**config.mk**
```make
export PLATFORM = sky130hd
export DESIGN_NAME = sacc_control
export DESIGN_NICKNAME = d
export VERILOG_FILES = /design/src/shared/sacc_pkg.sv /design/src/shared/sacc_tick_if.sv /design/src/rtl/sacc_tick_gen.sv /design/src/rtl/sacc_control.sv
export VERILOG_INCLUDE_DIRS = /design/src /design/src/shared
export SDC_FILE = /design/constraint.sdc
export NUM_CORES = 1
export LEC_CHECK = 0
export BUFFER_PORTS_ARGS = -buffer_cell sky130_fd_sc_hd__buf_4
export CORE_ASPECT_RATIO = 2
export CORE_MARGIN = 4
export CORE_UTILIZATION = 45
export CTS_CLUSTER_DIAMETER = 200
export CTS_CLUSTER_SIZE = 12
export DETAILED_ROUTE_END_ITERATION = 16
export HOLD_SLACK_MARGIN = 0.1
export PLACE_DENSITY = 0.69
export RECOVER_POWER = 50
export SLEW_MARGIN = 20
export SYNTH_ARGS = -nofsm -noshare
export SYNTH_HDL_FRONTEND = slang
export SYNTH_SLANG_ARGS = --single-unit
```
**constraint.sdc**
```tcl
create_clock -name clk_in -period 3.17 [get_ports clk_in]
set_clock_uncertainty 0.15 [all_clocks]
set_input_delay 0.7925 -clock clk_in [delete_from_list [all_inputs] [get_ports clk_in]]
set_output_delay 0.7925 -clock clk_in [all_outputs]
set_load 0.05 [all_outputs]
```
**src/shared/sacc_params.svh**
```systemverilog
// Constants for the SAR conversion control block
`ifndef SACC_PARAMS_SVH
`define SACC_PARAMS_SVH
// Conversion clock select codes
`define SACC_CS_DIV8 3'h1
`define SACC_CS_DIV16 3'h5
`define SACC_CS_DIV32 3'h2
`define SACC_CS_DIV64 3'h6
// Half periods (system clocks) of each divided bit clock
`define SACC_HALF_DIV8 6'h04
`define SACC_HALF_DIV16 6'h08
`define SACC_HALF_DIV32 6'h10
`define SACC_HALF_DIV64 6'h20
// Bit periods per full conversion, and after an abort
`define SACC_CONV_PERIODS 4'hB
`define SACC_ABORT_PERIODS 4'h2
// Result bits
`define SACC_RES_BITS 10
// Reset values
`define SACC_RESULT_RST 10'h000
`define SACC_CHAN_RST 5'h00
`endif

```
**src/shared/sacc_pkg.sv**
```systemverilog
// Types of the SAR conversion control block
package sacc_pkg;
    // Sequencer states
    typedef enum logic [1:0] {
        SACC_IDLE,
        SACC_CONVERT,
        SACC_ABORT_WAIT
    } sacc_state_t;
endpackage : sacc_pkg

```
**src/shared/sacc_tick_if.sv**
```systemverilog
// Bit clock tick link between the sequencer and its clock generator
interface sacc_tick_if;
    logic [2:0] clock_select; // Conversion clock select code
    logic run; // Divider runs while high
    logic tick; // One-cycle bit period pulse
    // Sequencer side
    modport ctrl (output clock_select, output run, input tick);
    // Clock generator side
    modport gen (input clock_select, input run, output tick);
endinterface : sacc_tick_if

```
**src/rtl/sacc_tick_gen.sv**
```systemverilog
// Conversion bit period tick generator
`include "sacc_params.svh"
module sacc_tick_gen (
    // Clock and reset
    input wire logic clk_in,
    input wire logic rst_n_in,
    // Internal RC bit clock, asynchronous
    input wire logic rc_clock_in,
    // Tick link
    sacc_tick_if.gen tick_if
);
    // ---------------------------------------------
    // Divider
    // ---------------------------------------------
    logic [6:0] count_reg; // Cycles within bit period
    logic [6:0] count_next;
    logic [2:0] rc_sync_reg; // Two-flop sync plus edge history
    logic [2:0] rc_sync_next;
    logic [6:0] period; // Full bit period in clocks

    // Period decode; any code other than the four dividers (x11 or x00) means RC clock
    always_comb begin
        unique case (tick_if.clock_select)
            `SACC_CS_DIV8: period = {`SACC_HALF_DIV8, 1'b0};
            `SACC_CS_DIV16: period = {`SACC_HALF_DIV16, 1'b0};
            `SACC_CS_DIV32: period = {`SACC_HALF_DIV32, 1'b0};
            `SACC_CS_DIV64: period = {`SACC_HALF_DIV64, 1'b0};
            default: period = 7'h00;
        endcase
    end

    // Next count and RC edge history
    always_comb begin
        rc_sync_next = {rc_sync_reg[1:0], rc_clock_in};
        count_next = 7'h00;
        if (tick_if.run && period != 7'h00 && count_reg != period - 7'h01)
        begin
            count_next = count_reg + 7'h01;
        end
    end

    // [RQ3] Divider or RC select
    assign tick_if.tick = !tick_if.run ? 1'b0 :
        (period == 7'h00) ? (rc_sync_reg[1] && !rc_sync_reg[2]) :
        (count_reg == period - 7'h01);

    // Registers only
    always_ff @(posedge clk_in) begin
        if (!rst_n_in) begin
            count_reg <= 7'h00;
            rc_sync_reg <= 3'h0;
        end else begin
            count_reg <= count_next;
            rc_sync_reg <= rc_sync_next;
        end
    end
endmodule : sacc_tick_gen

```
**src/rtl/sacc_control.sv**
```systemverilog
// SAR converter sequencing and result logic
`include "sacc_params.svh"
// Behaviour
// [RQ1] Eleven bit periods per conversion
// [RQ2] Five-bit channel select drives the mux
// [RQ3] Clock select decodes dividers or RC
// [RQ4] Software avoids divide-by-8 at 8 MHz
// [RQ5] Done flag set on every completion
// [RQ6] Done flag cleared by software only
// [RQ7] Interrupt request when flag and enable
// [RQ8] Result right-justified, upper bits zero
// [RQ9] No conversion while enable is clear
// [RQ10] Start write begins a conversion
// [RQ11] Software starts after enabling separately
// [RQ12] Completion clears start, flags, loads result
// [RQ13] Software clear aborts, result kept
// [RQ14] Two periods after abort, then acquire
// [RQ15] Reset disables and ends conversion; reset here ends it, converter_enable_in is an input and is not cleared
// [RQ16] No operation during Sleep
// [RQ17] Software waits acquisition before start
// [RQ18] Software polls or waits for interrupt
// [RQ19] Hold open, MSB first, reconnect on load
// [RQ20] Start ignored while disabled
module sacc_control (
    // Clock and reset
    input wire logic clk_in,
    input wire logic rst_n_in,
    // Software control bits
    input wire logic converter_enable_in,
    input wire logic [4:0] input_channel_select_in,
    input wire logic [2:0] conv_clock_select_in,
    input wire logic conversion_irq_enable_in,
    input wire logic start_set_in, // Write of one to start bit
    input wire logic start_clear_in, // Write of zero to start bit
    input wire logic done_flag_clear_in, // Write clearing done flag
    input wire logic sleep_in, // Device in Sleep
    // Analog side
    input wire logic rc_clock_in, // Internal RC bit clock
    input wire logic comparator_in, // SAR comparator, asynchronous
    output logic [4:0] mux_channel_out,
    output logic hold_disconnect_out,
    output logic acquire_out,
    output logic [9:0] dac_code_out,
    // Software status
    output logic start_done_out,
    output logic conversion_done_flag_out,
    output logic conversion_irq_out,
    output logic [7:0] result_high_byte_out,
    output logic [7:0] result_low_byte_out
);
    // ---------------------------------------------
    // Clock generator
    // ---------------------------------------------
    sacc_tick_if tick_if ();
    sacc_tick_gen u_tick (
        .clk_in(clk_in),
        .rst_n_in(rst_n_in),
        .rc_clock_in(rc_clock_in),
        .tick_if(tick_if)
    );

    // ---------------------------------------------
    // State
    // ---------------------------------------------
    sacc_pkg::sacc_state_t state_reg; // Sequencer state
    sacc_pkg::sacc_state_t state_next;
    logic [3:0] period_reg; // Bit periods elapsed
    logic [3:0] period_next;
    logic [9:0] sar_reg; // Trial code under resolution
    logic [9:0] sar_next;
    logic [9:0] result_reg; // Last completed result
    logic [9:0] result_next;
    logic flag_reg; // Conversion done flag
    logic flag_next;
    logic [1:0] cmp_sync_reg; // Comparator synchroniser
    logic [1:0] cmp_sync_next;
    logic active; // Converter allowed to run
    logic abort_now; // Software abort taken this cycle
    logic done_event; // Conversion completes this cycle

    // [RQ9] Enable gates, [RQ16] Sleep blocks
    assign active = converter_enable_in && !sleep_in;
    // Clock select goes straight to the divider
    assign tick_if.clock_select = conv_clock_select_in;
    // [RQ14] Divider restarts on abort, so the wait is two whole
    // periods; the RC source cannot be restarted, so its first
    // period after an abort may be short
    assign abort_now = active && start_clear_in &&
        state_reg == sacc_pkg::SACC_CONVERT;
    assign tick_if.run = state_reg != sacc_pkg::SACC_IDLE && !abort_now;

    // Trial bit for a period index 1..10
    // Index zero shifts the bit out, giving an empty mask
    function automatic logic [9:0] bit_mask(input logic [3:0] idx);
        bit_mask = 10'h200 >> (idx - 4'h1);
    endfunction : bit_mask

    // ---------------------------------------------
    // Sequencer
    // ---------------------------------------------
    // Sequencer next state; abort outranks a tick in the same cycle
    always_comb begin
        done_event = 1'b0;
        state_next = state_reg;
        period_next = period_reg;
        sar_next = sar_reg;
        result_next = result_reg;
        flag_next = flag_reg;
        unique case (state_reg)
            sacc_pkg::SACC_IDLE: begin
                // [RQ10] Start on selected channel; [RQ20] ignored if off
                if (start_set_in && active) begin
                    state_next = sacc_pkg::SACC_CONVERT;
                    period_next = 4'h0;
                    sar_next = 10'h000;
                end
            end
            sacc_pkg::SACC_CONVERT: begin
                if (!active) begin
                    // Disable or Sleep drops the conversion silently
                    state_next = sacc_pkg::SACC_IDLE;
                end else if (start_clear_in) begin
                    // [RQ13] Abort, keep previous result
                    state_next = sacc_pkg::SACC_ABORT_WAIT;
                    period_next = 4'h0;
                end else if (tick_if.tick) begin
                    // [RQ19] Keep bit if comparator says input above
                    if (period_reg != 4'h0 && cmp_sync_reg[1]) begin
                        sar_next = sar_reg | bit_mask(period_reg);
                    end
                    period_next = period_reg + 4'h1;
                    // [RQ1] Eleventh period ends conversion
                    if (period_reg + 4'h1 == `SACC_CONV_PERIODS) begin
                        state_next = sacc_pkg::SACC_IDLE;
                        // [RQ12] Load result
                        result_next = (cmp_sync_reg[1]) ?
                            (sar_reg | 10'h001) : sar_reg;
                        // [RQ5] Flag set on every completion
                        flag_next = 1'b1;
                        done_event = 1'b1;
                    end
                end
            end
            sacc_pkg::SACC_ABORT_WAIT: begin
                // [RQ14] Two bit periods before acquisition
                // Starts written here are dropped; software must retry
                if (!active) begin
                    state_next = sacc_pkg::SACC_IDLE;
                end else if (tick_if.tick) begin
                    period_next = period_reg + 4'h1;
                    if (period_reg + 4'h1 == `SACC_ABORT_PERIODS) begin
                        state_next = sacc_pkg::SACC_IDLE;
                    end
                end
            end
            default: state_next = sacc_pkg::SACC_IDLE;
        endcase
        // [RQ6] Software clear; a same-cycle set wins, so a
        // completion landing on the clear write is never lost
        if (done_flag_clear_in && !done_event) begin
            flag_next = 1'b0;
        end
    end

    // ---------------------------------------------
    // Comparator synchroniser
    // ---------------------------------------------
    // Comparator is asynchronous; only the second flop is read
    always_comb begin
        cmp_sync_next = {cmp_sync_reg[0], comparator_in};
    end

    // Synchroniser registers
    always_ff @(posedge clk_in) begin
        if (!rst_n_in) begin
            cmp_sync_reg <= 2'h0;
        end else begin
            cmp_sync_reg <= cmp_sync_next;
        end
    end

    // ---------------------------------------------
    // Sequencer registers
    // ---------------------------------------------
    // [RQ15] Synchronous reset to idle and disabled values
    always_ff @(posedge clk_in) begin
        if (!rst_n_in) begin
            state_reg <= sacc_pkg::SACC_IDLE;
            period_reg <= 4'h0;
            sar_reg <= 10'h000;
            result_reg <= `SACC_RESULT_RST;
            flag_reg <= 1'b0;
        end else begin
            state_reg <= state_next;
            period_reg <= period_next;
            sar_reg <= sar_next;
            result_reg <= result_next;
            flag_reg <= flag_next;
        end
    end

    // ---------------------------------------------
    // Outputs
    // ---------------------------------------------
    // [RQ2] Selected channel to the multiplexer
    assign mux_channel_out = input_channel_select_in;
    // [RQ19] Hold capacitor open during conversion
    assign hold_disconnect_out = state_reg == sacc_pkg::SACC_CONVERT;
    // Acquiring whenever enabled, idle and awake
    // The abort wait ends in idle, so acquisition restarts itself
    assign acquire_out = active && state_reg == sacc_pkg::SACC_IDLE;
    // Trial code: resolved bits plus the bit under test
    // Sample period and the final edge show only settled bits
    assign dac_code_out = (period_reg == 4'h0 || period_reg > 4'hA) ?
        sar_reg : (sar_reg | bit_mask(period_reg));
    // [RQ12] Start bit reads zero once done or aborted
    assign start_done_out = state_reg == sacc_pkg::SACC_CONVERT;
    // Flag straight from its register
    assign conversion_done_flag_out = flag_reg;
    // [RQ7] Interrupt request
    assign conversion_irq_out = flag_reg && conversion_irq_enable_in;
    // [RQ8] Right-justified, upper six bits zero
    assign result_high_byte_out = {6'h00, result_reg[9:8]};
    assign result_low_byte_out = result_reg[7:0];
endmodule : sacc_control

```
==> results of run 1 <==
==> metrics by stage <==
stage,utilization,total power (W)
3_5_place_dp,0.528,0.000745
3_3_place_gp,0.528,0.000743
5_1_grt,0.537,0.00119
6_report,0.537,0.00114
2_1_floorplan,-,0.000710
4_1_cts,0.550,0.00116
==> cell families after synthesis <==
kind of cell / after synthesis
other cells: 1
flops: 39
xor+xnor: 10
simple gates: 94
buf+inv: 40
fa+ha+maj: 13
mux: 1
compound gates: 80
==> metal layers <==
| layer | up-vias | GRT usage | routed length [um] | share of wire |
|---|---|---|---|---|
| li1 | 1043 | - | - | - |
| met1 | 981 | 0.173 | 2000 | 0.35 |
| met5 | - | 0 | 0 | 0 |
| met3 | 17 | 0.0341 | 213 | 0.037 |
| met2 | 47 | 0.365 | 3340 | 0.58 |
| met4 | 0 | 0.113 | 197 | 0.034 |
==> cells in the final DEF (no fill, tap or decap), drive strengths merged, types with 2 or more instances in the layout <==
| cell | instances |
|---|---|
| a31o | 3 |
| a21o | 14 |
| clkinv | 2 |
| a41oi | 7 |
| nand3 | 8 |
| clkbuf | 21 |
| buf | 32 |
| a211oi | 3 |
| xor2 | 5 |
| and3 | 2 |
| xnor2 | 5 |
| nor3b | 2 |
| nand4 | 11 |
| and2 | 11 |
| nor2b | 5 |
| nand2 | 12 |
| inv | 9 |
| o31ai | 9 |
| nor3 | 4 |
| nor2 | 27 |
| ha | 13 |
| dfxtp | 39 |
| a21oi | 16 |
| a31oi | 9 |
| nand2b | 6 |
| conb | 6 |
| o311a | 2 |
| nand3b | 3 |
| o21ai | 6 |
==> path summary, 6_finish.rpt <==
path | start | endpoint | cells past startpoint
setup / recovery | period_reg[1]$_SDFFE_PN0P_ | dac_code_out[2] | 6
hold / removal | cmp_sync_reg[0]$_SDFF_PN0_ | cmp_sync_reg[1]$_SDFF_PN0_ | 1
hold reg to reg | cmp_sync_reg[0]$_SDFF_PN0_ | cmp_sync_reg[1]$_SDFF_PN0_ | 1
setup reg to reg | state_reg[1]$_SDFFE_PN0P_ | period_reg[3]$_SDFFE_PN0P_ | 7
==> report_power, final <==
group	leakage [nW]	internal [W]	switching (W)
Combinational	0.730	0.0000651	0.000155
Clock	0.0581	0.000234	0.000179
Sequential	0.315	0.000498	0.00000673
==> worst reg2reg max path, delay by kind of cell, from the launching register on <==
kind	cells	cell delay [ns]
AOI/OAI and AO/OA	4	1.24
adders and majority gates	1	0.29
buffers and inverters	1	0.08
DFF	1	0.39
and+or+nand+nor	1	0.19
==> layout make-up <==
cell class	instances	area (um2)
fill	516	2290
multi-input combinational	204	1350
sequential	39	781
timing repair buffer	48	313
tap	57	71.3
clock buffer	5	68.8
clock inverter	3	43.8
inverter	9	33.8
==> results.txt, run 1 <==
Routed Antenna Nets = 0
Lkg Pwr = 1.10 nW
Adder-cell share of the synthesized area = 0.0697
Post-synth top cells = dfxtp_1 (39), nor2_1 (27), a21oi_1 (16), a21o_1 (14)
Die Y-Extent = 110 um
Number of global-route vias before repair = 2016
Layout area overhead = 14.0%
EDFF count, synth = 0
Max incr delay on CP = 0.48 ns
Core area = 4950 um2
Nets@finish = 338
Largest family of logic cells by synthesized area = compound AO/OA/AOI/OAI gates
Final slew viol count = 0
Clock transition at the registers of the reported paths = 0.09 ns
WL/cell = 15.8 um
Synth area leader = dfxtp_1
Setup violators final = 0
CP endpoint kind = output port
RePlAce Congestion = 0.838
Crit path arrival time = 2.09 ns
Worst hold margin = 0.284 ns
Crit path max fanout = 7
H-tree depth = 2
Worst path top cell family by delay = compound AO/OA/AOI/OAI gates
Via density = 5.72
Max IR drop VDD = 388 uV
Ys async rst share = 0
CTS tree = yes
Power per Cell Area = 428 nW/um2
Vias = 2088
Tmin final = 3.04 ns
Initial core utilization = 0.471
CP Cell Sequence = inv_1 > ha_1 > nor2b_1 > a31o_2 > a21o_1 > buf_4
DRC = 0
Syn Inst Count = 278
Worst-Margin Slew = 0.741 ns
Sequential area share after synthesis = 0.335
Simple-gate share of the synthesized area = 0.212
Post-Layout Cell Count = 365
Design Area, Final = 2660 um2
Avg Cell Area, Syn = 8.39 um2
Cell row count = 36
Xor-xnor portion of the synthesized cell area = 0.0375
CTS Hold Buffers Added = 0
Initial antenna violation count = 0
Crit path buf inv count = 2
Clock buffer depth = 2
Slowest-stage cell, CP = dfxtp_1
Worst skew pair latency = 0.30 ns
Slew margin rel. = 0.506
CTS sink cnt = 39
Fmax = 329 MHz
Die X = 58.9 um
Starting DRC count in detailed routing = 49
Final hold vios = 0
Inst Count DP = 357
Num ports = 54
Post-synth cell types = 49
TNS Setup = 0 ns
TritonRoute pass-1 iters = 4
First-pass GRT wire length = 9320 um
Largest net degree at the start of global routing = 22
Drt total wl = 5750 um
Layout cell share with drive strength beyond 1 = 0.153
Dpl ws = 0.0383 ns
Total track usage = 0.189
Ranking of synthesized cells by area = dfxtp_1 (33%), ha_1 (7.0%), a21o_1 (4.5%)
Ys flop type = dfxtp_1
Max_cap viols = 0
Worst endpoint required time = 2.23 ns
Kind of critical path = reg2out
Num CTS Buffers = 5
Startpoint types = flop
Seq cells post-synth = 39
Remaining global-route overflow = 0
Area share of the largest cell type after synthesis = 0.335
Root buf cell = clkbuf_8
Post-placement cell area = 2610 um2
Worst Hold Class = reg2reg
Mux cell area share after synthesis = 0.00429
Count leader, synth = dfxtp_1
Dpl hpwl = 4540 um
Post-synthesis instance area = 2330 um2
Diodes inserted = 0
Port buffer count = 37
Synth warnings = 0
PnR worst setup slack = 0.134 ns
Fin crit share = 0.958
CTS resizes = 0
DIE AREA = 6470 um2
Status = finished, final reports clean
Worst R2R Setup Slack = 0.74 ns
RSZ-0062 raised after global routing = no
Synth Area in Compound Gates = 0.247
Post-CTS setup buffer count = 0
Note: power is estimated with default switching activity, not from simulation.
==> run 2: changes to the inputs <==
Settings changed: CORE_MARGIN 4 to 8.
==> run 2 against run 1 <==
Compared with the run above: sequential power barely moved; design area fell by 1.3%; core utilization fell by 2.1 points; power down 7.3%; register-to-register slack better by 0.04 ns.
==> results.txt, run 2 (same netlist as run 1, synthesis figures left out) <==
Status = finished, final reports clean (unchanged)
DIE AREA = 7890 um2 (was 6470 um2)
Setup violators final = 0 (unchanged)
Slowest-stage cell, CP = ha_1 (was dfxtp_1)
Commonest non-fill, non-tap cell in the layout = dfxtp_1 (unchanged)
RSZ-0062 raised after global routing = no (unchanged)
Root buf cell = clkbuf_8 (unchanged)
Multi-input logic area = 1360 um2 (was 1350 um2)
H-tree depth = 2 (unchanged)
Number of global-route vias before repair = 2037 (was 2016)
Num ports = 54 (unchanged)
Reg2reg end = result_reg[8]$_SDFFE_PN0P_ (was period_reg[3]$_SDFFE_PN0P_)
TNS Setup = 0 ns (unchanged)
DRC = 0 (unchanged)
Diodes inserted = 0 (unchanged)
Worst skew pair latency = 0.30 ns (about the same)
Top layer in use = met4 (unchanged)
Fill cell count = 540 (was 516)
Tmin final = 2.88 ns (was 3.04 ns)
Cell row count = 37 (was 36)
Lkg Pwr = 1.08 nW (was 1.10 nW)
CTS sink cnt = 39 (unchanged)
Post-route met1 wirelength = 2020 um (was 2000 um)
Fmax = 347 MHz (was 329 MHz)
CP endpoint kind = flop (was output port)
CTS tree = yes (unchanged)
Worst endpoint required time = 3.27 ns (was 2.23 ns)
Startpoint types = input pin (was flop)
Worst Hold Class = reg2reg (unchanged)
Most frequent cells in the layout = dfxtp_1 (39), buf_4 (30), nor2_1 (27) (was dfxtp_1 (39), buf_4 (31), nor2_1 (27))
Register area = 781 um2 (unchanged)
Slew margin rel. = 0.485 (was 0.506)
Die Y-Extent = 118 um (was 110 um)
Kind of critical path = in2reg (was reg2out)
Max IR drop VDD = 432 uV (was 388 uV)
Vias = 2095 (was 2088)
Layout area overhead = 12.6% (was 14.0%)
WL met3 = 255 um (was 213 um)
Max incr delay on CP = 0.30 ns (was 0.48 ns)
Hold path startpoint = cmp_sync_reg[0]$_SDFF_PN0_ (unchanged)
Largest net degree at the start of global routing = 21 (was 22)
Worst hold stages = 1 (unchanged)
Post-Layout Cell Count = 367 (was 365)
RePlAce Congestion = 0.871 (was 0.838)
Worst-Margin Slew = 0.773 ns (was 0.741 ns)
CTS Hold Buffers Added = 0 (unchanged)
Critical R2R Launch = state_reg[1]$_SDFFE_PN0P_ (unchanged)
Initial core utilization = 0.458 (was 0.471)
Worst R2R Setup Slack = 0.78 ns (was 0.74 ns)
Total track usage = 0.153 (was 0.189)
First-pass GRT wire length = 9460 um (was 9320 um)
Crit path arrival time = 2.98 ns (was 2.09 ns)
Port buffer count = 37 (unchanged)
Fin crit share = 0.910 (was 0.958)
Starting DRC count in detailed routing = 141 (was 49)
Final slew viol count = 0 (unchanged)
Nets@finish = 339 (was 338)
Clock transition at the registers of the reported paths = 0.07 ns (was 0.09 ns)
Max_cap viols = 0 (unchanged)
Inst Count DP = 359 (was 357)
Initial antenna violation count = 0 (unchanged)
Clock buffer depth = 2 (unchanged)
Dpl hpwl = 4560 um (was 4540 um)
Met2 WL post-DR = 3310 um (was 3340 um)
Hold endpoint = cmp_sync_reg[1]$_SDFF_PN0_ (unchanged)
Die X = 66.9 um (was 58.9 um)
Post-CTS setup buffer count = 0 (unchanged)
Reg2reg path depth = 7 (unchanged)
Crit path max fanout = 6 (was 7)
Total Power = 0.00105 W (was 0.00114 W)
Power per Cell Area = 401 nW/um2 (was 428 nW/um2)
Final hold vios = 0 (unchanged)
Drt total wl = 5840 um (was 5750 um)
CP Cell Sequence = clkbuf_4 > nor2b_1 > nand2b_1 > ha_1 > o211ai_1 > a221o_1 > a211oi_2 > a21o_1 > clkbuf_1 > a31o_2 > o311a_1 (was inv_1 > ha_1 > nor2b_1 > a31o_2 > a21o_1 > buf_4)
Routed Antenna Nets = 0 (unchanged)
Core area = 5090 um2 (was 4950 um2)
Worst path top cell family by delay = compound AO/OA/AOI/OAI gates (unchanged)
TritonRoute pass-1 iters = 4 (unchanged)
CTS resizes = 0 (unchanged)
Via density = 5.71 (was 5.72)
Remaining global-route overflow = 0 (unchanged)
Crit path buf inv count = 2 (unchanged)
WL/cell = 15.9 um (was 15.8 um)
Num CTS Buffers = 5 (unchanged)
Layout cell share with drive strength beyond 1 = 0.149 (was 0.153)
[run 2: cell types whose count changed in the layout (fill, tap and decap cells not counted), sizes merged]
cell / before / now
buf: 32 / 30
bufinv: 1 / 0
clkbuf: 21 / 26
clkinv: 2 / 1
[run 2: power breakdown]
| group | internal [W] | switching, W | total [W] |
|---|---|---|---|
| Combinational | 0.0000653 | 0.000154 | 0.000219 |
| Clock | 0.000154 | 0.000177 | 0.000331 |
| Sequential | 0.000498 | 0.00000629 | 0.000504 |
[run 2: routing by layer]
layer / vias up / global-route usage
li1: 1044 / -
met1: 984 / 0.129
met2: 50 / 0.289
met3: 17 / 0.0381
met4: 0 / 0.100
met5: - / 0
[run 2: per-stage QoR]
step,setup slack (ns),hold slack (ns),utilization,instance area (um2)
6_report,0.286,0.289,0.516,2630
3_5_place_dp,0.0315,0.276,0.513,2610
3_3_place_gp,0.0725,0.264,0.513,2610
2_1_floorplan,0.304,0.262,-,2350
4_1_cts,0.272,0.294,0.529,2690
5_1_grt,0.0914,0.318,0.516,2630
[run 2: worst max-delay path by stage]
stage / start / to / slack (ns) / cells past startpoint
final: conv_clock_select_in[1] / result_reg[0]$_SDFFE_PN0P_ / 0.29 / 11
after detailed placement: conv_clock_select_in[1] / period_reg[2]$_SDFFE_PN0P_ / 0.03 / 11
after CTS: period_reg[0]$_SDFFE_PN0P_ / dac_code_out[1] / 0.27 / 6
after global placement: conv_clock_select_in[1] / period_reg[2]$_SDFFE_PN0P_ / 0.07 / 11
after global routing: conv_clock_select_in[1] / result_reg[0]$_SDFFE_PN0P_ / 0.09 / 11
after floorplan: conv_clock_select_in[0] / result_reg[0]$_SDFFE_PN0P_ / 0.30 / 10
[run 2: layout make-up]
class | count | area share
Sequential cell | 39 | 0.297
Multi-Input combinational cell | 204 | 0.516
Clock inverter | 1 | 0.00190
Clock buffer | 7 | 0.0290
Timing Repair Buffer | 49 | 0.116
Inverter | 9 | 0.0129
Tap cell | 58 | 0.0276
